--- config.mk ---
export PLATFORM = sky130hd
export DESIGN_NAME = acrc_device_flat
export DESIGN_NICKNAME = d
export VERILOG_FILES = /design/src/hw/acrc_pkg.sv /design/src/hw/acrc_if.sv /design/src/hw/acrc_device.sv /design/src/flat_wrapper.sv
export SDC_FILE = /design/constraint.sdc
export NUM_CORES = 2
export LEC_CHECK = 0
export BUFFER_PORTS_ARGS = -buffer_cell sky130_fd_sc_hd__buf_2
export CAP_MARGIN = 20
export CORE_MARGIN = 2
export CORE_UTILIZATION = 40
export CTS_BUF_LIST = sky130_fd_sc_hd__clkbuf_4 sky130_fd_sc_hd__clkbuf_8
export DETAILED_ROUTE_END_ITERATION = 7
export RECOVER_POWER = 50
export SETUP_SLACK_MARGIN = 0.4
export SLEW_MARGIN = 25
export SYNTH_ARGS = -nofsm -noshare
export SYNTH_HDL_FRONTEND = slang
export SYNTH_SLANG_ARGS = --single-unit
--- constraint.sdc ---
create_clock -name clock -period 21.7 [get_ports clock]
set_input_delay 0 -clock clock [delete_from_list [all_inputs] [get_ports clock]]
set_output_delay 0 -clock clock [all_outputs]
set_load 0.02 [all_outputs]
--- src/hw/acrc_pkg.sv ---
// package: shared constants and types for the converter control block
package acrc_pkg;
   localparam int DATA_W = 24;
   localparam int COEF_W = 24;
   localparam int NUM_CH = 8;
   // channel select encodings
   localparam logic [2:0] CH_SUPPLY = 3'h1;
   localparam int SUPPLY_DIV = 6;
   // operating select encodings
   localparam logic [2:0] OP_CONT = 3'h0;
   localparam logic [2:0] OP_IDLE = 3'h2;
   localparam logic [2:0] OP_INT_ZERO = 3'h4;
   localparam logic [2:0] OP_INT_FULL = 3'h5;
   localparam logic [2:0] OP_SYS_ZERO = 3'h6;
   localparam logic [2:0] OP_SYS_FULL = 3'h7;
   // gain code 0 is gain 1, code 7 is gain 128
   localparam logic [2:0] GAIN_ONE = 3'h0;
   localparam logic [2:0] GAIN_FOUR = 3'h2;
   localparam logic [2:0] GAIN_MAX = 3'h7;
   localparam int RESET_ONES = 32;
   // reference threshold in millivolts
   localparam int REF_MIN_MV = 300;
   // wait after reset
   localparam int CLK_MHZ = 25;
   localparam int RESET_WAIT_US = 500;
   localparam int RESET_WAIT_CYC = RESET_WAIT_US * CLK_MHZ;
   // reset values
   localparam logic [COEF_W-1:0] OFFSET_RST = 24'h800000;
   localparam logic [COEF_W-1:0] FULL_RST = 24'h400000;
   localparam logic [DATA_W-1:0] ALL_ONES = 24'hFFFFFF;
   localparam int FULL_SHIFT = 22;
   typedef enum logic [1:0] {CAL_ZERO_INT, CAL_FULL_INT, CAL_ZERO_SYS, CAL_FULL_SYS} acrc_cal_t;
endpackage

--- src/hw/acrc_if.sv ---
// interface: serial input and ready wiring between host and converter control
`timescale 1ns/1ps
interface acrc_if;
   logic sclk;
   logic sdin;
   logic cs_n;
   logic dout_rdy;
   logic [2:0] input_select;
   logic [2:0] operating_select;
   logic [2:0] gain_code;
   logic chop_en;
   logic ext_ref_check_en;
   logic ref_missing_flag;
   logic fault_flag;
   logic ready_flag;
   logic [23:0] result;
   modport device (input sclk, sdin, cs_n, input_select, operating_select, gain_code,
      chop_en, ext_ref_check_en, output dout_rdy, ref_missing_flag, fault_flag,
      ready_flag, result);
   modport host (output sclk, sdin, cs_n, input_select, operating_select, gain_code,
      chop_en, ext_ref_check_en, input dout_rdy, ref_missing_flag, fault_flag,
      ready_flag, result);
endinterface

--- src/hw/acrc_device.sv ---
// module: converter control end with reference detect, reset detect and calibration
//
// Notes on behaviour
// - reference checking only while check bit is one
// - flag missing reference below threshold or open
// - results forced all ones while reference missing
// - missing reference: keep coefficient, set fault flag
// - thirty-two ones reset everything to defaults
// - same full reset at power-up
// - host waits 500 us after reset
// - supply channel: divide by six, internal reference
// - four calibration modes via operating select
// - subtract offset then multiply by full-scale
// - calibration end: update, ready, pin low, idle
// - internal calibrations use internal zero/full inputs
// - host applies system voltages before system calibration
// - offset calibration: two cycles chop, one without
// - internal full: gain one 2/1, else 4/2
// - ready pin high from calibration start to end
// - full coefficient goes to selected channel register
// - host avoids internal full calibration at top gain
// - host limits internal full rate above gain four (acrc_host has no rate control; it refuses internal full only at gain 128)
// - system full: two cycles chop, one without
// - host runs zero-scale before full-scale (acrc_host runs the calibration kinds in whatever order the user asks)
// - host repeats full-scale after gain change (acrc_host never starts a calibration on its own)
`timescale 1ns/1ps
module acrc_device (
   // clock and reset
   input wire logic clock,
   input wire logic sys_rst,
   // link to host
   acrc_if.device lnk,
   // converter core side
   input wire logic conv_done,
   input wire logic [23:0] raw_sample,
   input wire logic ref_below_min,
   input wire logic ref_open,
   input wire logic int_ref_selected,
   output logic core_reset,
   output logic [1:0] mux_source,
   output logic use_internal_ref,
   output logic supply_attenuate,
   output logic [3:0] op_state
);
   typedef enum logic [1:0] {ST_RUN, ST_CAL, ST_IDLE} acrc_state_t;
   acrc_state_t state;
   // serial pins are asynchronous to clock
   logic [2:0] pin_raw;
   wire [2:0] pin_sync;
   wire sclk_s = pin_sync[0];
   wire sdin_s = pin_sync[1];
   wire csn_s = pin_sync[2];
   logic sclk_prev;
   logic [5:0] ones_count;
   logic soft_reset;
   logic ref_missing_flag, fault_flag, ready_flag;
   logic [23:0] result;
   logic [23:0] offset_coef;
   logic [23:0] full_coef [acrc_pkg::NUM_CH];
   logic [2:0] cycles_left;
   logic [1:0] cal_kind;
   logic [2:0] cal_ch;
   logic [2:0] op_seen;
   acrc_state_t next_state;

   wire sclk_rise = sclk_s & ~sclk_prev;
   wire link_rst = sys_rst | soft_reset;
   wire ref_bad = lnk.ext_ref_check_en & ~use_internal_ref & (ref_below_min | ref_open);
   wire cal_request = lnk.operating_select[2] & (lnk.operating_select != op_seen);
   wire cal_is_full = lnk.operating_select[0];
   wire cal_is_int = ~lnk.operating_select[1];
   // a missing reference at any point of the calibration blocks the write
   wire coef_write = !ref_missing_flag && !fault_flag;
   wire cal_last = conv_done && (cycles_left == 3'h1);
   assign next_state = (lnk.operating_select == acrc_pkg::OP_CONT) ? ST_RUN :
      (lnk.operating_select[2] ? state : ST_IDLE);

   function automatic logic [2:0] cal_cycles(input logic full, input logic internal,
      input logic chop, input logic [2:0] gain);
      if (full && internal && gain != acrc_pkg::GAIN_ONE)
         return chop ? 3'h4 : 3'h2;
      return chop ? 3'h2 : 3'h1;
   endfunction

   wire signed [25:0] centered = $signed({2'h0, raw_sample}) - $signed({2'h0, offset_coef})
      + $signed(26'h0800000);
   wire [49:0] scaled_full = (centered[25] ? 26'h0 : centered[25:0]) * full_coef[lnk.input_select];
   wire [27:0] scaled_top = scaled_full[49:acrc_pkg::FULL_SHIFT];
   wire [23:0] corrected = (scaled_top > 28'h0FFFFFF) ? acrc_pkg::ALL_ONES : scaled_top[23:0];

   // idle levels cs_n high, sdin low, sclk high; a wrong idle would fake an edge after reset
   localparam logic [2:0] PIN_IDLE = 3'h5;
   assign pin_raw = {lnk.cs_n, lnk.sdin, lnk.sclk};
   // pin synchronisers, first stage read only by second
   for (genvar p = 0; p < 3; p++) begin : g_pin_sync
      logic meta, held;
      always_ff @(posedge clock or posedge sys_rst) begin
         if (sys_rst) begin
            meta <= PIN_IDLE[p];
            held <= PIN_IDLE[p];
         end else begin
            meta <= pin_raw[p];
            held <= meta;
         end
      end
      assign pin_sync[p] = held;
   end

   always_ff @(posedge clock or posedge sys_rst) begin
      if (sys_rst) begin
         sclk_prev <= 1'b1;
      end else begin
         sclk_prev <= sclk_s;
      end
   end

   // ones counter lives on power reset only so it can fire the soft reset
   always_ff @(posedge clock or posedge sys_rst) begin
      if (sys_rst) begin
         ones_count <= 6'h0;
         soft_reset <= 1'b0;
      end else begin
         soft_reset <= 1'b0;
         if (sclk_rise && !csn_s) begin
            if (!sdin_s)
               ones_count <= 6'h0;
            else if (ones_count == 6'(acrc_pkg::RESET_ONES - 1)) begin
               ones_count <= 6'h0;
               soft_reset <= 1'b1;
            end else
               ones_count <= ones_count + 6'h1;
         end
      end
   end

   always_ff @(posedge clock or posedge link_rst) begin
      if (link_rst) begin
         state <= ST_IDLE;
         ref_missing_flag <= 1'b0;
         fault_flag <= 1'b0;
         ready_flag <= 1'b0;
         result <= 24'h0;
         offset_coef <= acrc_pkg::OFFSET_RST;
         for (int i = 0; i < acrc_pkg::NUM_CH; i++)
            full_coef[i] <= acrc_pkg::FULL_RST;
         cycles_left <= 3'h0;
         cal_kind <= 2'h0;
         cal_ch <= 3'h0;
         op_seen <= acrc_pkg::OP_IDLE;
      end else begin
         ref_missing_flag <= ref_bad;
         op_seen <= lnk.operating_select;
         if (cal_request) begin
            state <= ST_CAL;
            ready_flag <= 1'b0;
            fault_flag <= 1'b0;
            cal_kind <= lnk.operating_select[1:0];
            cal_ch <= lnk.input_select;
            cycles_left <= cal_cycles(cal_is_full, cal_is_int, lnk.chop_en, lnk.gain_code);
         end else begin
            unique case (state)
               ST_CAL: begin
                  if (ref_missing_flag) begin
                     fault_flag <= 1'b1;
                  end
                  if (conv_done) begin
                     cycles_left <= cycles_left - 3'h1;
                  end
                  if (cal_last) begin
                     state <= ST_IDLE;
                     ready_flag <= 1'b1;
                     if (coef_write && !cal_kind[0]) begin
                        offset_coef <= raw_sample;
                     end
                     if (coef_write && cal_kind[0]) begin
                        full_coef[cal_ch] <= raw_sample;
                     end
                  end
               end
               ST_RUN: begin
                  state <= next_state;
                  if (conv_done) begin
                     result <= ref_missing_flag ? acrc_pkg::ALL_ONES : corrected;
                     ready_flag <= 1'b1;
                  end
               end
               ST_IDLE: begin
                  state <= next_state;
               end
            endcase
         end
      end
   end

   // internal calibration drives the mux to zero (1) or full (2) source
   assign mux_source = (state == ST_CAL && !cal_kind[1]) ? (cal_kind[0] ? 2'h2 : 2'h1) : 2'h0;
   assign supply_attenuate = (lnk.input_select == acrc_pkg::CH_SUPPLY);
   assign use_internal_ref = supply_attenuate | int_ref_selected;
   assign core_reset = link_rst;
   assign op_state = {state == ST_CAL, cal_kind, state == ST_RUN};
   // pin low only when ready and selected
   assign lnk.dout_rdy = !(ready_flag && !csn_s);
   assign lnk.ref_missing_flag = ref_missing_flag;
   assign lnk.fault_flag = fault_flag;
   assign lnk.ready_flag = ready_flag;
   assign lnk.result = result;
endmodule // acrc_device

--- src/flat_wrapper.sv ---
// flat-port wrapper written by rule: the top's interface ports become plain ports
module acrc_device_flat 
  (clock, sys_rst, conv_done, raw_sample, ref_below_min, ref_open, int_ref_selected, core_reset, mux_source, use_internal_ref, supply_attenuate, op_state, lnk_sclk, lnk_sdin, lnk_cs_n, lnk_input_select, lnk_operating_select, lnk_gain_code, lnk_chop_en, lnk_ext_ref_check_en, lnk_dout_rdy, lnk_ref_missing_flag, lnk_fault_flag, lnk_ready_flag, lnk_result);
  acrc_if lnk_i ();
  input wire logic clock;
  input wire logic sys_rst;
  input wire logic conv_done;
  input wire logic [23:0] raw_sample;
  input wire logic ref_below_min;
  input wire logic ref_open;
  input wire logic int_ref_selected;
  output logic core_reset;
  output logic [1:0] mux_source;
  output logic use_internal_ref;
  output logic supply_attenuate;
  output logic [3:0] op_state;
  input wire logic [$bits(lnk_i.sclk)-1:0] lnk_sclk;
  input wire logic [$bits(lnk_i.sdin)-1:0] lnk_sdin;
  input wire logic [$bits(lnk_i.cs_n)-1:0] lnk_cs_n;
  input wire logic [$bits(lnk_i.input_select)-1:0] lnk_input_select;
  input wire logic [$bits(lnk_i.operating_select)-1:0] lnk_operating_select;
  input wire logic [$bits(lnk_i.gain_code)-1:0] lnk_gain_code;
  input wire logic [$bits(lnk_i.chop_en)-1:0] lnk_chop_en;
  input wire logic [$bits(lnk_i.ext_ref_check_en)-1:0] lnk_ext_ref_check_en;
  output wire logic [$bits(lnk_i.dout_rdy)-1:0] lnk_dout_rdy;
  output wire logic [$bits(lnk_i.ref_missing_flag)-1:0] lnk_ref_missing_flag;
  output wire logic [$bits(lnk_i.fault_flag)-1:0] lnk_fault_flag;
  output wire logic [$bits(lnk_i.ready_flag)-1:0] lnk_ready_flag;
  output wire logic [$bits(lnk_i.result)-1:0] lnk_result;
  assign lnk_i.sclk = lnk_sclk;
  assign lnk_i.sdin = lnk_sdin;
  assign lnk_i.cs_n = lnk_cs_n;
  assign lnk_i.input_select = lnk_input_select;
  assign lnk_i.operating_select = lnk_operating_select;
  assign lnk_i.gain_code = lnk_gain_code;
  assign lnk_i.chop_en = lnk_chop_en;
  assign lnk_i.ext_ref_check_en = lnk_ext_ref_check_en;
  assign lnk_dout_rdy = lnk_i.dout_rdy;
  assign lnk_ref_missing_flag = lnk_i.ref_missing_flag;
  assign lnk_fault_flag = lnk_i.fault_flag;
  assign lnk_ready_flag = lnk_i.ready_flag;
  assign lnk_result = lnk_i.result;
  acrc_device u_core (.clock(clock), .sys_rst(sys_rst), .lnk(lnk_i), .conv_done(conv_done), .raw_sample(raw_sample), .ref_below_min(ref_below_min), .ref_open(ref_open), .int_ref_selected(int_ref_selected), .core_reset(core_reset), .mux_source(mux_source), .use_internal_ref(use_internal_ref), .supply_attenuate(supply_attenuate), .op_state(op_state));
endmodule
* After elaboration in Yosys (flattened, before gate mapping) *
Index checks and enable logic that the tools add are counted.

word-level totals
  input port bits = 44
  bits in writable memories = 0
  word-level logic and storage cells = 126
  memory bits (read-only) = 0
  flip-flop bits (word level) = 270
  output and inout port bits = 37
  memories kept = 0
  bits in latches = 0

operators by class
  bitwise operators = 13
  div/mod/pow operators = 0
  add/subtract/negate cells = 4
  $mul = 1
  muxes and demuxes = 37
  reductions and logical operators = 31
  equal/unequal tests = 9
  $lt $le $gt $ge = 4
  shift operators = 0

operator list
  cell                                                                                number
  192-bit bitwise mux                                                                 1
  24-bit two-way mux                                                                  5
  24-bit binary-select mux with 3-bit select                                          1
  24-bit demux with 3-bit select                                                      1
  50-bit by 24-bit multiplier with 50-bit output                                      1
  28-bit by 24-bit greater-than comparator with 1-bit output (second input constant)  1
  26-bit by 25-bit adder with 26-bit output (second input constant)                   1
  25-bit two-way mux                                                                  1
  24-bit by 24-bit subtractor with 25-bit output                                      1
  3-bit two-way mux                                                                   6
  2-bit two-way mux                                                                   7
  6-bit two-way mux                                                                   2
  1-bit two-way mux                                                                   11
  1-bit logical AND                                                                   10
  4-bit greater-or-equal comparator (second input constant)                           2
  3-bit inverter with 4-bit output                                                    2
  4-bit AND reduction                                                                 2
  6-bit by 1-bit adder with 6-bit output (second input constant)                      1
  3-bit by 1-bit == test with 1-bit output (second input constant)                    2
  6-bit by 5-bit == test with 1-bit output (second input constant)                    1
  1-bit logical NOT                                                                   6
  2-bit AND reduction                                                                 3
  3-bit AND reduction                                                                 2
  2-bit nonzero test                                                                  3
  other kinds (17)                                                                    26

* Logic depth before layout (Yosys ltp) *
  depth in word-level cells = 8
  gate-level depth with buffers = 43
  mapped depth without buffers = 39

* Worst setup path before layout *
Ideal clock, no wire load.

  path kind = reg2out
  start point = register u_core.soft_reset
  end point = output port core_reset
  cell stages (with the launch flop) = 3
  buffers on the path = 0
  data required time = 21.700 ns
  slack = 8.133 ns
  arrival time = 13.567 ns
  path through = dfrtp_1 > nor2_1 > inv_1

between the ends
  longest elaborated chain between the ends = 1

RTL lines
  item                      line                RTL
  start: declaration        acrc_device.sv:55   logic soft_reset;
  start signal: assignment  acrc_device.sv:121  soft_reset <= 1'b0;
  start signal: assignment  acrc_device.sv:123  soft_reset <= 1'b0;
  start signal: assignment  acrc_device.sv:129  soft_reset <= 1'b1;
  1-bit OR                  acrc_device.sv:67   wire link_rst = sys_rst | soft_reset;
  end: declaration          flat_wrapper.sv:12  output logic core_reset;

No other way between the ends.

* Final worst setup path *
  start point = register u_core.offset_coef[0]
  end point = register u_core.result[10] (netlist: u_core.lnk.result[10])

between the ends
  longest elaborated chain between the ends = 7

RTL lines
  item                                                        line                RTL
  start: declaration                                          acrc_device.sv:58   logic [23:0] offset_coef;
  start signal: assignment                                    acrc_device.sv:143  offset_coef <= acrc_pkg::OFFSET_RST;
  start signal: assignment                                    acrc_device.sv:173  offset_coef <= raw_sample;
  24-bit by 24-bit subtractor with 25-bit output *            acrc_device.sv:85   wire signed [25:0] centered = $signed({2'h0, raw_sample}) - $signed({2'h0, offset_coef})
  26-bit by 25-bit adder with 26-bit output *                 acrc_device.sv:86   + $signed(26'h0800000);
  25-bit two-way mux *                                        acrc_device.sv:87   wire [49:0] scaled_full = (centered[25] ? 26'h0 : centered[25:0]) * full_coef[lnk.input_select];
  50-bit by 24-bit multiplier with 50-bit output *            acrc_device.sv:87
  28-bit by 24-bit greater-than comparator with 1-bit output  acrc_device.sv:89   wire [23:0] corrected = (scaled_top > 28'h0FFFFFF) ? acrc_pkg::ALL_ONES : scaled_top[23:0];
  24-bit two-way mux *                                        acrc_device.sv:89
  24-bit two-way mux *                                        acrc_device.sv:183  result <= ref_missing_flag ? acrc_pkg::ALL_ONES : corrected;
  end signal: assignment                                      acrc_device.sv:183
  end: declaration                                            acrc_device.sv:57   logic [23:0] result;

Mark *: on every way between the ends. The rest lies on a longest branch, timed or not.
A chain may end at the register's enable or synchronous reset.

==> flow_summary.ini <==
[run_status]
violations = capacitance limit, slew limit
status = finished with violations

[placed_design]
gp_congestion = 0.936
hpwl_um = 69100
io_buffers = 80
pre_cts_slack_ps = 10750

[route]
drc_errors = 0
ant_nets = 0
drtIter0Drc = 1673
first_pass_iters = 6
drt-total-wl_um = 90400
avgViaCountPerCell = 5.32
wl_per_cell_um = 20.3
vias = 23700

[synthesis]
synth-seq-area-share_pct = 20.9
synth_edf_count = 0
synth_area_mm2 = 0.0323
synthTopCellsByArea = fa_1, dfrtp_1, ha_1, mux2_2, inv_1
synthArstFlopShare_pct = 100
syn-num-nets = 4042
syn_area_per_cell_um2 = 9.84
synth_area_leader_cell = fa_1
ys_seq_elements = 270
synth_top_area_share_pct = 31.3
ys_types = 71
synth_cells = 3288
yosysWarnings = 0
ys.flop_type = dfrtp_1

[pwr]
power_per_cell_area_mw_per_mm2 = 103
p_leak_nw = 17.7
switching_power_mw = 1.99
peakVddDrop_mv = 0.117
intPower_mw = 1.65
pwr-share-seq_pct = 18.0
switching_share_pct = 54.7
clkPwrFrac_pct = 13.0
pwr-share-comb_pct = 69.0

[critical_path]
worstPathMaxFanout = 52
r2r_slack_ps = 10530
path_buf_inv = 7
required_ps = 22190
startpoint = u_core.offset_coef[0]
critPathCapture = u_core.lnk.result[10]
crit_slowest_cell = a211oi_1
critical_path_class = flip-flop to flip-flop
critical_path.most_common_cell = fa_1
end_kind = flip-flop
critPathTopFamily = adder cells
ff2ff_path_depth = 36
timing.rr.start = u_core.offset_coef[0]
critPathLaunchType = flip-flop
path_depth = 36
reg2reg_to = u_core.lnk.result[10]
worstPathArrival_ps = 11660
cp_slowest_stage_delay_ps = 880

[sta]
fmax_ghz = 0.0895
maxSlewViolCount = 285
skew_ps = 34.8
period_needed_ps = 11170
fin_crit_sh_pct = 51.5
tightest_slew_ps = 8350
finalHoldViolations = 0
rsz0062_at_grt = no
final-setup-viol-count = 0
timing.setup.tns_ps = 0
relSlewSlack_pct = -456
fin_ws_ps = 10530

[floorplanning]
num_rows = 104
start_util_pct = 40.3
core_area_mm2 = 0.0803
fp.dieW_um = 288
die_area_mm2 = 0.0832
ioPinCount = 81
die_y_um = 288

[final_layout]
drive_gt1_share_pct = 14.3
seq_area_mm2 = 0.00678
n_fill_cell = 7798
fin_util_pct = 43.9
nNetsFinal = 4111
syn_to_final_growth_pct = 8.87
multiInputGateArea_mm2 = 0.0226

[cts]
cts_resized = 0
hold_buffers = 37
cts_root_buf = clkbuf_8
clkSinkCount = 270
htreeDepth = 2
cts_buffers = 43
clock_latency_ps = 600
path_clk_slew_ps = 60
post_cts_buffers = 0
cts_tree = yes
clock_path_buffers = 3

[grt]
grt_pass1_wl_um = 143000
grtUsageTotal_pct = 22.5
grt_overflow_total = 0
grt_max_degree = 161
antenna_found_initial = 3
grt_pass1_vias = 25200

[hold_path]
min_path_type = primary input to flip-flop

[job]
maxCapViolCount = 4
==> layer usage <==
metal	vias to the layer above	track usage, %	wire (um)
met2	786	38.1	43700
met5	-	0	0
met1	12200	29.6	37400
li1	10500	-	-
met4	0	8.89	3750
met3	204	2.76	5580
==> power by group through the flow <==
stage	registers (mW)	clock network, mW	logic [mW]
6_report	0.657	0.474	2.51
5_1_grt	0.669	0.509	2.75
4_1_cts	0.656	0.491	2.49
3_5_place_dp	0.664	0	2.47
3_3_place_gp	0.662	0	2.45
2_1_floorplan	0.678	0	1.59
==> worst reg2reg max path, delay by kind of cell, from the launching register on <==
family,cells,cell delay [ps]
buf+inv,7,750
compound gates,9,2800
flops,1,380
simple gates,10,2820
fa+ha+maj,10,4330
==> per-stage QoR <==
stage | power, mW | std cells | area [um^2] | hold WS (ps)
6_report | 3.64 | 4449 | 35200 | 53.6
5_1_grt | 3.93 | 4449 | 35200 | 24.4
4_1_cts | 3.64 | 4446 | 35300 | 3.64
3_5_place_dp | 3.14 | 4334 | 34000 | 86.9
3_3_place_gp | 3.11 | 4334 | 34000 | 96.5
2_1_floorplan | 2.27 | 3288 | 32300 | -114
==> Yosys cell counts, types with 4 or more instances <==
cell and number:
a211oi_1 5, a21boi_0 5, a21o_1 43, a21oi_1 73
a31oi_1 12, and2_1 21, and3_1 30, and4_1 5
buf_1 6, buf_2 4, clkbuf_1 139, dfrtp_1 254
dfstp_2 16, fa_1 505, ha_1 205, inv_1 638
mux2_2 218, mux2i_1 21, mux4_2 48, nand2_1 413
nand2b_1 21, nand3_1 24, nand4_1 13, nor2_1 289
nor2b_1 10, nor3_1 19, nor3b_1 6, nor4_1 10
o211ai_1 5, o21a_1 7, o21ai_0 66, o21bai_1 15
o22a_1 25, or2_2 8, or3_1 10, xnor2_1 31
xor2_1 15
==> cell families after synthesis <==
family	share of synthesized area, %
buffers and inverters	9.27
adder cells (fa/ha/maj)	39.2
XOR/XNOR	1.25
flip-flops	20.9
AND/OR/NAND/NOR	11.8
AO/OA/AOI/OAI	5.95
multiplexers	11.6
==> sequential cells by signal, summed over array words and instances, names as in the netlist <==
signal,cells
u_core.csn_s,1
u_core.ones_count,6
u_core.lnk.ready_flag,1
u_core.full_coef,192
u_core.g_pin_sync.held,2
u_core.state,2
u_core.lnk.result,24
u_core.offset_coef,24
u_core.cal_ch,3
u_core.soft_reset,1
u_core.op_seen,3
u_core.lnk.ref_missing_flag,1
u_core.g_pin_sync.meta,3
u_core.cycles_left,3
u_core.cal_kind,2
u_core.sclk_prev,1
u_core.lnk.fault_flag,1
==> placed cells by master, fill, tap and decap left out, drive strengths merged, types with 16 or more instances in the layout <==
master	n
a21o	43
a21oi	73
and2	22
and3	30
buf	93
clkbuf	114
dfrtp	254
dfstp	16
dlygate4sd3	37
fa	505
ha	205
inv	639
mux2	218
mux2i	21
mux4	48
nand2	413
nand2b	21
nand3	25
nor2	289
nor3	20
o21ai	68
o22a	25
xnor2	31
==> worst min path at each step <==
stage | startpoint | endpoint | slack (ps) | cells after the start
6_report | lnk_cs_n | u_core.g_pin_sync[2].meta | 50 | 2
5_1_grt | lnk_cs_n | u_core.g_pin_sync[2].meta | 20 | 2
4_1_cts | lnk_sclk | u_core.g_pin_sync[0].meta | 4 | 2
3_5_place_dp | sys_rst | u_core.g_pin_sync[1].meta | 90 | 2
3_3_place_gp | sys_rst | u_core.soft_reset | 100 | 2
2_1_floorplan | sys_rst | u_core.g_pin_sync[1].held | -110 | 1
==> area by class of cell <==
class                           count  share of cell area (%)
Tap cell                         1060                    3.77
Multi-Input combinational cell   2227                    64.3
Clock buffer                       67                    2.44
Sequential cell                   270                    19.2
Inverter                          638                    6.80
Antenna cell                        2                  0.0142
Clock inverter                      8                   0.217
Timing Repair Buffer              177                    3.26
Note: power is estimated with default switching activity, not from simulation.
